### src/shared/fpd_pkg.sv
`default_nettype none
package fpd_pkg;
  // ==========================================================
  // Command code layout
  localparam int              FPD_CODE_W         = 4;
  localparam logic [3:0]      FPD_CODE_RAMP_STOP = 4'h0;
  localparam logic [3:0]      FPD_CODE_FIRST_FF  = 4'h1;
  localparam logic [3:0]      FPD_CODE_LAST_FF   = 4'he;
  localparam logic [3:0]      FPD_CODE_ALL_ONES  = 4'hf;
  localparam logic [1:0]      FPD_RUN_BITS_IDLE  = 2'h0;
  localparam int              FPD_NUM_CODES      = 16;

  // ==========================================================
  // Fixed frequency defaults in Hz
  localparam int              FPD_FF1_HZ         = 50;
  localparam int              FPD_FF2_HZ         = -50;
  localparam int              FPD_FF3_HZ         = 10;
  localparam int              FPD_FF_STEP_HZ     = 5;
  localparam int              FPD_SETPOINT_W     = 8;
  localparam int              FPD_SETPOINT_MIN_W = 8;

  // ==========================================================
  // Reset values
  localparam logic [3:0]      FPD_RST_CODE       = 4'h0;
  localparam logic            FPD_RST_FLAG       = 1'h0;

  // ==========================================================
  // Parameter channel message layout
  localparam int              FPD_MSG_W          = 16;
  localparam int              FPD_REQ_ID_MSB     = 15;
  localparam int              FPD_REQ_ID_LSB     = 12;
  localparam int              FPD_PNU_MSB        = 10;
  localparam int              FPD_PNU_LSB        = 0;
  localparam int              FPD_PAGE_MSB       = 15;
  localparam int              FPD_PAGE_LSB       = 10;
  localparam logic [3:0]      FPD_REQ_NONE       = 4'h0;
  localparam logic [3:0]      FPD_REQ_READ       = 4'h1;
  localparam logic [3:0]      FPD_REQ_DESC       = 4'h4;
  localparam logic [3:0]      FPD_REQ_READ_ARR   = 4'h6;
  localparam logic [3:0]      FPD_REQ_NUM_ELEM   = 4'h9;
  localparam logic [3:0]      FPD_REQ_STORE_LO   = 4'hb;
  localparam logic [3:0]      FPD_REQ_STORE_HI   = 4'he;

  // ==========================================================
  // Decoder states
  typedef enum logic {
    FPD_RUN,
    FPD_PI_ERROR
  } fpd_state_e;
endpackage
`default_nettype wire

### src/fpd_param_channel.sv
`timescale 1ns/1ps
`default_nettype none
module fpd_param_channel
  import fpd_pkg::*;
(
  input  wire logic        clk,
  input  wire logic        srst,
  input  wire logic        msg_valid,
  input  wire logic [15:0] msg_id_word,
  input  wire logic [15:0] msg_index_word,
  output logic             req_valid_reg,
  output logic [3:0]       req_id_reg,
  output logic [10:0]      param_number_reg,
  output logic [5:0]       param_page_reg,
  output logic             req_read_reg,
  output logic             req_write_reg,
  output logic             req_store_reg
);
  // ==========================================================
  // Field split of the single message format
  wire logic [3:0]  id_field   = msg_id_word[FPD_REQ_ID_MSB:FPD_REQ_ID_LSB];
  wire logic [10:0] pnu_field  = msg_id_word[FPD_PNU_MSB:FPD_PNU_LSB];
  wire logic [5:0]  page_field = msg_index_word[FPD_PAGE_MSB:FPD_PAGE_LSB];
  wire logic        is_read    = (id_field == FPD_REQ_READ) || (id_field == FPD_REQ_DESC) ||
                                 (id_field == FPD_REQ_READ_ARR) || (id_field == FPD_REQ_NUM_ELEM);
  wire logic        is_store   = (id_field >= FPD_REQ_STORE_LO) && (id_field <= FPD_REQ_STORE_HI);
  wire logic        is_write   = (id_field != FPD_REQ_NONE) && !is_read;

  // ==========================================================
  // Registered request
  always_ff @(posedge clk) begin
    if (srst) begin
      req_valid_reg    <= 1'h0;
      req_id_reg       <= 4'h0;
      param_number_reg <= 11'h000;
      param_page_reg   <= 6'h00;
      req_read_reg     <= 1'h0;
      req_write_reg    <= 1'h0;
      req_store_reg    <= 1'h0;
    end else begin
      req_valid_reg <= msg_valid && (id_field != FPD_REQ_NONE);
      if (msg_valid) begin
        req_id_reg       <= id_field;
        param_number_reg <= pnu_field;
        param_page_reg   <= page_field;
        req_read_reg     <= is_read;
        req_write_reg    <= is_write;
        req_store_reg    <= is_store;
      end
    end
  end
endmodule
`default_nettype wire

### src/fpd_decoder.sv
// Function
// - Code 0 gives ramp stop; codes 1..14 select that fixed frequency.
// - Setpoints: 50, -50, then 10 Hz rising by 5 Hz to 65 Hz.
// - Code all ones with an active trip acknowledges the fault.
// - Code all ones with no trip enters the process image error state.
// - Process image error turns off motor and brake outputs, like coast stop.
// - Error state holds until both run bits are low in one exchange.
// - Ready report bit shows whether the device accepts master commands.
// - Motor active report bit shows whether motor outputs are driving.
// - Report bits two and three copy local inputs one and two.
// - Dual-slave: bit two low keeps quick stop, high lets it be ignored.
// - Parameter requests use one message carrying the parameter number.
`timescale 1ns/1ps
`default_nettype none
module fpd_decoder
  import fpd_pkg::*;
#(
  parameter int SETPOINT_W = FPD_SETPOINT_W
) (
  input  wire logic                         clk,
  input  wire logic                         srst,
  input  wire logic                         exchange_done,
  input  wire logic                         command_bit_zero,
  input  wire logic                         command_bit_one,
  input  wire logic                         command_bit_two,
  input  wire logic                         command_bit_three,
  input  wire logic                         dual_slave_mode,
  input  wire logic                         slave1_command_bit_two,
  input  wire logic                         quick_stop_request,
  input  wire logic                         trip_active,
  input  wire logic                         device_ready,
  input  wire logic                         motor_driving,
  input  wire logic                         local_input_one,
  input  wire logic                         local_input_two,
  input  wire logic                         msg_valid,
  input  wire logic [15:0]                  msg_id_word,
  input  wire logic [15:0]                  msg_index_word,
  output logic                              ramp_stop_command,
  output logic                              coast_stop_command,
  output logic                              fault_ack_pulse,
  output logic                              pi_error,
  output logic [3:0]                        freq_select,
  output logic signed [SETPOINT_W-1:0]      freq_setpoint,
  output logic                              motor_output_enable,
  output logic                              brake_release,
  output logic                              quick_stop_active,
  output logic                              ready_report_bit,
  output logic                              motor_active_report_bit,
  output logic                              local_input_one_report_bit,
  output logic                              local_input_two_report_bit,
  output logic                              req_valid,
  output logic [3:0]                        req_id,
  output logic [10:0]                       param_number,
  output logic [5:0]                        param_page,
  output logic                              req_read,
  output logic                              req_write,
  output logic                              req_store
);
  // ==========================================================
  // Elaboration check
  if (SETPOINT_W < FPD_SETPOINT_MIN_W) begin : g_bad_width
    $error("SETPOINT_W too narrow for setpoint range");
  end

  // ==========================================================
  // Fixed frequency table
  logic signed [SETPOINT_W-1:0] ff_table [0:FPD_NUM_CODES-1];

  for (genvar i = 0; i < FPD_NUM_CODES; i++) begin : g_table
    if (i == 1) begin : g_ff1
      assign ff_table[i] = SETPOINT_W'(FPD_FF1_HZ);
    end else if (i == 2) begin : g_ff2
      assign ff_table[i] = SETPOINT_W'(FPD_FF2_HZ);
    end else if (i >= 3 && i <= 14) begin : g_ffn
      assign ff_table[i] = SETPOINT_W'(FPD_FF3_HZ + (i - 3) * FPD_FF_STEP_HZ);
    end else begin : g_none
      assign ff_table[i] = '0;
    end
  end

  // ==========================================================
  // Decode of the incoming code
  wire logic [3:0] code_in     = {command_bit_three, command_bit_two, command_bit_one, command_bit_zero};
  wire logic       code_stop   = (code_in == FPD_CODE_RAMP_STOP);
  wire logic       code_ff     = (code_in >= FPD_CODE_FIRST_FF) && (code_in <= FPD_CODE_LAST_FF);
  wire logic       code_ones   = (code_in == FPD_CODE_ALL_ONES);
  wire logic       ack_req     = exchange_done && code_ones && trip_active;
  wire logic       pi_enter    = exchange_done && code_ones && !trip_active;
  wire logic       run_idle    = ({command_bit_one, command_bit_zero} == FPD_RUN_BITS_IDLE);
  wire logic       pi_leave    = exchange_done && run_idle;
  wire logic       qs_ignored  = dual_slave_mode && slave1_command_bit_two;

  // ==========================================================
  // State machine
  fpd_state_e state_reg;
  fpd_state_e state_next;

  always_comb begin
    state_next = state_reg;
    case (state_reg)
      FPD_RUN: begin
        if (pi_enter) begin
          state_next = FPD_PI_ERROR;
        end
      end
      FPD_PI_ERROR: begin
        if (pi_leave) begin
          state_next = FPD_RUN;
        end
      end
      default: begin
        state_next = FPD_RUN;
      end
    endcase
  end

  wire logic in_error_next = (state_next == FPD_PI_ERROR);
  wire logic take_code     = exchange_done && !in_error_next;

  // ==========================================================
  // Command registers
  logic [3:0]                   freq_select_reg;
  logic signed [SETPOINT_W-1:0] freq_setpoint_reg;
  logic                         ramp_stop_reg;
  logic                         fault_ack_reg;
  logic                         quick_stop_reg;

  always_ff @(posedge clk) begin
    if (srst) begin
      state_reg <= FPD_RUN;
    end else begin
      state_reg <= state_next;
    end
  end

  always_ff @(posedge clk) begin
    if (srst) begin
      freq_select_reg   <= FPD_RST_CODE;
      freq_setpoint_reg <= '0;
      ramp_stop_reg     <= 1'h1;
    end else if (take_code) begin
      freq_select_reg   <= code_ff ? code_in : FPD_RST_CODE;
      freq_setpoint_reg <= ff_table[code_in];
      ramp_stop_reg     <= code_stop || !code_ff;
    end else if (in_error_next) begin
      freq_select_reg   <= FPD_RST_CODE;
      freq_setpoint_reg <= '0;
      ramp_stop_reg     <= FPD_RST_FLAG;
    end
  end

  always_ff @(posedge clk) begin
    if (srst) begin
      fault_ack_reg  <= FPD_RST_FLAG;
      quick_stop_reg <= FPD_RST_FLAG;
    end else begin
      fault_ack_reg <= ack_req;
      if (exchange_done) begin
        quick_stop_reg <= quick_stop_request && !qs_ignored;
      end
    end
  end

  // ==========================================================
  // Input process image
  logic ready_rep_reg;
  logic motor_rep_reg;
  logic in1_rep_reg;
  logic in2_rep_reg;

  always_ff @(posedge clk) begin
    if (srst) begin
      ready_rep_reg <= FPD_RST_FLAG;
      motor_rep_reg <= FPD_RST_FLAG;
      in1_rep_reg   <= FPD_RST_FLAG;
      in2_rep_reg   <= FPD_RST_FLAG;
    end else begin
      ready_rep_reg <= device_ready;
      motor_rep_reg <= motor_driving;
      in1_rep_reg   <= local_input_one;
      in2_rep_reg   <= local_input_two;
    end
  end

  // ==========================================================
  // Output assignments
  wire logic in_error = (state_reg == FPD_PI_ERROR);

  assign pi_error                   = in_error;
  assign coast_stop_command         = in_error;
  assign motor_output_enable        = !in_error;
  assign brake_release              = !in_error && !ramp_stop_reg;
  assign ramp_stop_command          = ramp_stop_reg;
  assign freq_select                = freq_select_reg;
  assign freq_setpoint              = freq_setpoint_reg;
  assign fault_ack_pulse            = fault_ack_reg;
  assign quick_stop_active          = quick_stop_reg;
  assign ready_report_bit           = ready_rep_reg;
  assign motor_active_report_bit    = motor_rep_reg;
  assign local_input_one_report_bit = in1_rep_reg;
  assign local_input_two_report_bit = in2_rep_reg;

  // ==========================================================
  // Parameter channel
  fpd_param_channel u_param (
    .clk              (clk),
    .srst             (srst),
    .msg_valid        (msg_valid),
    .msg_id_word      (msg_id_word),
    .msg_index_word   (msg_index_word),
    .req_valid_reg    (req_valid),
    .req_id_reg       (req_id),
    .param_number_reg (param_number),
    .param_page_reg   (param_page),
    .req_read_reg     (req_read),
    .req_write_reg    (req_write),
    .req_store_reg    (req_store)
  );
endmodule
`default_nettype wire

### config.mk
export PLATFORM = sky130hd
export DESIGN_NAME = fpd_decoder
export DESIGN_NICKNAME = d
export VERILOG_FILES = /design/src/shared/fpd_pkg.sv /design/src/fpd_param_channel.sv /design/src/fpd_decoder.sv
export SDC_FILE = /design/constraint.sdc
export NUM_CORES = 1
export LEC_CHECK = 0
export BUFFER_PORTS_ARGS = -buffer_cell sky130_fd_sc_hd__clkbuf_2
export CAP_MARGIN = 20
export CORE_MARGIN = 5
export CORE_UTILIZATION = 41
export DETAILED_ROUTE_END_ITERATION = 7
export GPL_ROUTABILITY_DRIVEN = 0
export PLACE_DENSITY = 0.76
export SLEW_MARGIN = 10
export SYNTH_ARGS = -nofsm -noshare
export SYNTH_HDL_FRONTEND = slang
export SYNTH_SLANG_ARGS = --single-unit
### constraint.sdc
create_clock -name clk -period 1.3 [get_ports clk]
set_input_delay 0.065 -clock clk [delete_from_list [all_inputs] [get_ports clk]]
set_output_delay 0.065 -clock clk [all_outputs]
set_load 0.005 [all_outputs]
==> results of run 1 <==
tightest hold or removal path: stages:
cell      delay, ns
clkbuf_2       0.07
mux2i_1        0.06
nor2_1         0.07
cell families (layout without fill, tap and decap cells):
group / after synthesis / in the layout / synth area share (%)
AND/OR/NAND/NOR: 59 / 59 / 15.3
flip-flops: 45 / 45 / 47.2
AO/OA/AOI/OAI: 36 / 36 / 15.9
buffers and inverters: 24 / 131 / 5.70
multiplexers: 22 / 22 / 12.2
adder cells (fa/ha/maj): 5 / 5 / 3.27
XOR/XNOR: 1 / 1 / 0.458
path summary, 6_finish.rpt:
path / slack [ns] / depth (start not counted) / end
setup / recovery: 0.07 / 4 / freq_select[2]
hold / removal: 0.005 / 3 / u_param.param_number_reg[6]
setup reg to reg: 0.07 / 4 / freq_select[2]
hold reg to reg: 0.45 / 2 / quick_stop_active
synth_stat cells:
| cell type | instances | share of area, % |
|---|---|---|
| xnor2_1 | 1 | 0.46 |
| nand3_1 | 1 | 0.26 |
| and3_1 | 1 | 0.33 |
| a21boi_0 | 2 | 0.79 |
| nor2_2 | 1 | 0.33 |
| a22oi_1 | 1 | 0.39 |
| o211ai_1 | 3 | 1.2 |
| a31oi_1 | 1 | 0.33 |
| o21ai_0 | 3 | 0.79 |
| nor3b_1 | 1 | 0.39 |
| a32oi_1 | 2 | 0.92 |
| o22ai_1 | 1 | 0.33 |
| nor2b_4 | 1 | 0.72 |
| o311ai_1 | 1 | 0.46 |
| a32o_1 | 7 | 3.7 |
| nand4_1 | 1 | 0.33 |
| clkbuf_1 | 5 | 0.98 |
| ha_1 | 5 | 3.3 |
| a2111oi_4 | 1 | 1.4 |
| and3b_1 | 1 | 0.46 |
| a211o_2 | 1 | 0.52 |
| and4_4 | 1 | 0.59 |
| buf_4 | 1 | 0.39 |
| nand2b_1 | 1 | 0.33 |
| nor2b_1 | 7 | 2.3 |
| mux2i_1 | 21 | 11 |
| a21oi_1 | 4 | 1.0 |
| inv_1 | 11 | 2.2 |
| o31ai_1 | 2 | 0.79 |
| a221o_1 | 1 | 0.52 |
| a311o_1 | 1 | 0.52 |
| a211oi_1 | 1 | 0.39 |
| a22o_1 | 2 | 0.92 |
| nand4b_1 | 1 | 0.46 |
| buf_2 | 6 | 1.6 |
| buf_6 | 1 | 0.59 |
| nand2_1 | 10 | 2.0 |
| nor3_1 | 2 | 0.52 |
| a221oi_1 | 2 | 0.92 |
| nor3_2 | 1 | 0.52 |
| dfxtp_1 | 45 | 47 |
| nor2_1 | 28 | 5.5 |
| mux4_2 | 1 | 1.2 |
| nor4_1 | 1 | 0.33 |
routing by layer:
layer | up-vias | global-route usage (%) | routed length [um]
met2 | 58 | 27.3 | 2340
li1 | 898 | - | -
met5 | - | 0 | 0
met3 | 9 | 3.55 | 283
met4 | 0 | 7.17 | 107
met1 | 816 | 20.7 | 2210
power by group:
group,leakage [nW],internal [mW],switching (mW),total (mW)
Combinational,0.900,0.254,0.236,0.490
Sequential,0.372,1.46,0.0390,1.49
Clock,0.0585,0.627,0.454,1.08
Total,1.33,2.34,0.728,3.06
area by class of cell:
cell class | count | area (um^2)
multi-input combinational | 123 | 910
tap | 52 | 65.1
clock inverter | 1 | 30.0
fill | 396 | 1750
sequential | 45 | 905
clock buffer | 7 | 86.3
inverter | 11 | 41.3
timing repair buffer | 112 | 659
timing repair:
item	in CTS	in global routing
resized for setup	1	4
gates cloned	0	0
setup endpoints to repair	9	8
endpoints found under the hold margin	5	0
setup buffers	0	0
hold buffers	5	0
metrics by stage:
step                setup slack, ns  power (mW)  util, %  instance area [um^2]
finish                       0.0747        3.06     60.7                  2700
global route                0.00550        3.24     60.7                  2700
CTS                          0.0322        3.10     60.3                  2680
detailed placement           -0.116        2.00     56.6                  2510
global placement            -0.0359        1.99     56.6                  2510
floorplan                   0.00164        1.76        -                  1910
placed cells by master (no fill, tap or decap), types with 2 or more instances in the layout:
master,synthesis,layout
clkbuf_2,0,84
dfxtp_1,45,44
nor2_1,28,27
mux2i_1,21,21
buf_4,1,21
inv_1,11,10
nand2_1,10,10
a32o_1,7,7
nor2b_1,7,7
clkbuf_8,0,6
ha_1,5,5
dlygate4sd3_1,0,5
a21oi_1,4,4
o21ai_0,3,3
o211ai_1,3,3
nor3_1,2,2
nor2_2,1,2
a21boi_0,2,2
o31ai_1,2,2
a22o_1,2,2
a32oi_1,2,2
==> flow_summary.ini, run 1 <==
[worst_setup_path]
cp-end-kind = register
critPathKind = register to register
start_kind = register
required_ns = 1.54
max_stage_delay_ns = 0.39
arrival_ns = 1.46
path_cells = nor2_2 > a2111oi_4 > buf_6 > a32o_1
cp_max_fo = 8
cp_num_buf_inv = 1
path_delay_family = compound AO/OA/AOI/OAI gates
r2r-start = coast_stop_command
crit_start = coast_stop_command
cp_slowest_cell = dfxtp_4

[finish]
fin_cells = 351
nets = 351
area_delta_synth_final_pct = 41.1
largest_reg_flops = 11
drive_above_1_share_pct = 41.8
diodes = 0

[global_route]
antenna_found_initial = 0
grtUsageTotal_pct = 16.5
grt_start_max_net_pins = 15
grt_pass1_vias = 1717
grt_pass1_wl_um = 8070
overflow = 0

[synthesis]
ys_warn_count = 0
avgSynthCellArea_um2 = 9.95
syn_area_mm2 = 0.00191
ys_ff_latch = 45
synthCells = 192
synth_cell_types = 44
synth_nets = 245
seq_area_frac_synth_pct = 47.2

[sta]
fin_skew_ns = 0.00667
setup_viol = 0
drv_slew = 0
tightest_slew_ns = 0.394
hold_viol = 0
fin_crit_ns = 1.23
slew_headroom_pct = 73.3
whs_ns = 0.00512
rsz0062_at_grt = false
fin_tns_setup_ns = 0
finalCritPeriodShare_pct = 94.3
fmax_ghz = 0.816

[route]
drtIter0Drc = 43
vias = 1781
drt-vias-per-instance = 5.07
antenna_left = 0
dr.pass1.iters = 4
routed_wl_um = 4940
wire_per_inst_um = 14.1
drc = 0

[outcome]
status = finished, final reports clean

[pwr]
leakage_nw = 1.33
ir_worst_vdd_mv = 0.501
power_density_mw_per_mm2 = 1140

[placement]
post-place-cells = 338
port_buffers = 84
hpwlAfterDp_um = 3840

[floorplan]
start_util_pct = 43.0
die_h_um = 78.3
die_w_um = 78.3
fp-row-count = 24
core_mm2 = 0.00444
ioPinCount = 96
dieArea_mm2 = 0.00613

[clock_network]
cts_tree = yes
cts_buffers = 5
insertion_delay_ns = 0.29
clkSinkCount = 45
clk_pin_slew_ns = 0.08
htreeDepth = 2
cts_root_buffer = clkbuf_8
cts_buffer_depth = 2

[min_path]
min_path_type = primary input to register
min_from = msg_id_word[6]

[flow_run]
maxCapViolCount = 0
No activity file was read; power rests on OpenSTA's default activity.
==> inputs of run 2 (changes only) <==
--- a/config.mk
+++ b/config.mk
@@ -7,11 +7,11 @@
 export LEC_CHECK = 0
 export BUFFER_PORTS_ARGS = -buffer_cell sky130_fd_sc_hd__clkbuf_2
 export CAP_MARGIN = 20
-export CORE_MARGIN = 5
-export CORE_UTILIZATION = 41
+export CORE_MARGIN = 3
+export CORE_UTILIZATION = 45
 export DETAILED_ROUTE_END_ITERATION = 7
 export GPL_ROUTABILITY_DRIVEN = 0
-export PLACE_DENSITY = 0.76
+export PLACE_DENSITY = 0.79
 export SLEW_MARGIN = 10
 export SYNTH_ARGS = -nofsm -noshare
 export SYNTH_HDL_FRONTEND = slang
==> constraint.sdc (replaced) <==
create_clock -name clk -period 1.34 [get_ports clk]
set_input_delay 0.067 -clock clk [delete_from_list [all_inputs] [get_ports clk]]
set_output_delay 0.067 -clock clk [all_outputs]
set_load 0.005 [all_outputs]
==> run 2 against run 1 <==
Worst hold slack gained 0.0015 ns. Clock skew decreased by 0.0059 ns. Maximum frequency decreased by 1.6%. Worst setup slack better by 0.020 ns. Combinational power shrank 8.6%. Utilization increased by 3.5 points. Wire length fell by 9.9%. Critical path depth unchanged. Highest routed layer unchanged.
==> flow_summary.ini, run 2 (synthesis gave the netlist of run 1 again) <==
[worst_setup_path]
arrival_ns = 1.48
max_stage_delay_ns = 0.39
critPathKind = register to register
cp_max_fo = 8
cp_num_buf_inv = 1
start_kind = register
path_delay_family = compound AO/OA/AOI/OAI gates
cp-end-kind = register
cp_slowest_cell = dfxtp_2
required_ns = 1.58
path_cells = nor2_2 > a2111oi_4 > buf_4 > a32o_1

[route]
routed-wl-met2_um = 2110
top_layer = met4
vias = 1724
wire_per_inst_um = 13.0
antenna_left = 0
drt-vias-per-instance = 5.04
wl_met1_um = 2020
dr.pass1.iters = 4
routed_wl_um = 4450
route.met3.wl_um = 263
drtIter0Drc = 40
drc = 0

[clock_network]
clkSinkCount = 45
cts_buffers = 5
cts_setup_buffers = 0
htreeDepth = 2
clk_pin_slew_ns = 0.08
cts_root_buffer = clkbuf_8
cts_tree = yes
insertion_delay_ns = 0.29
cts_buffer_depth = 2

[finish]
multi_input_area_um2 = 901
diodes = 0
nets = 344
regArea_um2 = 902
largest_reg_flops = 11
fin_cells = 342
mostFrequentLayoutCells = clkbuf_2 (84), dfxtp_1 (44), nor2_1 (28)
area_delta_synth_final_pct = 36.3
drive_above_1_share_pct = 40.1
fill_cells = 345
final_common_cell = clkbuf_2

[sta]
fin_skew_ns = 0.000787
drv_slew = 0
finalCritPeriodShare_pct = 93.0
tightest_slew_ns = 0.377
fin_crit_ns = 1.25
fmax_ghz = 0.803
setup_viol = 0
hold_viol = 0
slew_headroom_pct = 74.5
whs_ns = 0.00665
rsz0062_at_grt = false

[floorplan]
core_mm2 = 0.00406
ioPinCount = 96
start_util_pct = 47.1
die_w_um = 71.2
die_h_um = 71.2
dieArea_mm2 = 0.00506
fp-row-count = 23

[global_route]
antenna_found_initial = 0
grt_pass1_vias = 1649
grt_pass1_wl_um = 7520
grt_start_max_net_pins = 28
grtUsageTotal_pct = 18.2
overflow = 0

[placement]
hpwlAfterDp_um = 3440
port_buffers = 84
post-place-cells = 330

[min_path]
min_path_type = primary input to register

[pwr]
leakage_nw = 1.29
ir_worst_vdd_mv = 0.512
power_density_mw_per_mm2 = 1070

[outcome]
status = finished, final reports clean

[flow_run]
maxCapViolCount = 0
[run 2: cell types whose count changed in the layout (fill, tap and decap cells not counted), sizes merged]
cell / previous run / this run
buf: 23 / 17
bufinv: 1 / 0
clkbuf: 91 / 90
clkinv: 0 / 2
dlygate4sd3: 5 / 4
[run 2: what timing repair did]
action | in CTS | in global routing
gates resized for setup | 1 | 0
endpoints found under the hold margin | 4 | 0
hold buffers | 4 | 0
setup endpoints to repair | 1 | 0
[run 2: per-layer routing]
metal | track usage [%] | up-vias
met5 | 0 | -
met4 | 5.01 | 0
met3 | 4.12 | 5
met2 | 30.1 | 53
met1 | 23.9 | 789
li1 | - | 877
[run 2: worst register-to-register path, cell delays in order (launching register included)]
cell and delay (ns):
dfxtp_2 0.39, nor2_2 0.09, a2111oi_4 0.34, buf_4 0.21
a32o_1 0.17
[run 2: path summary, 6_finish.rpt]
path	from	to	slack, ns	depth (start not counted)
setup / recovery	coast_stop_command	freq_select[3]	0.09	4
hold / removal	msg_index_word[14]	u_param.param_page_reg[4]	0.007	3
setup reg to reg	coast_stop_command	freq_select[3]	0.09	4
hold reg to reg	freq_select[1]	freq_select[1]	0.46	2
[run 2: layout make-up]
cell class              instances  share of cell area [%]
repair buffers                105                    23.1
clock inverters                 2                   0.529
well taps                      50                    2.40
inverters                      11                    1.59
clock buffers                   6                    3.17
multi-input cells             123                    34.6
flip-flops and latches         45                    34.6
[run 2: metrics by stage]
step / worst slack, ns / total power [mW] / area (um^2) / util, % / setup TNS, ns
3_5_place_dp: -0.0211 / 1.92 / 2470 / 60.8 / -0.0486
3_3_place_gp: 0.0163 / 1.91 / 2470 / 60.8 / 0
6_report: 0.0943 / 2.77 / 2600 / 64.2 / 0
4_1_cts: 0.0870 / 2.80 / 2600 / 64.2 / 0
2_1_floorplan: -0.000699 / 1.71 / 1910 / - / -0.000699
5_1_grt: 0.0181 / 2.90 / 2600 / 64.2 / 0
[run 2: power by group]
part / internal [mW] / switching (mW) / leakage, nW
Clock: 0.418 / 0.455 / 0.0512
Combinational: 0.232 / 0.216 / 0.866
Sequential: 1.41 / 0.0378 / 0.372
Total: 2.06 / 0.710 / 1.29
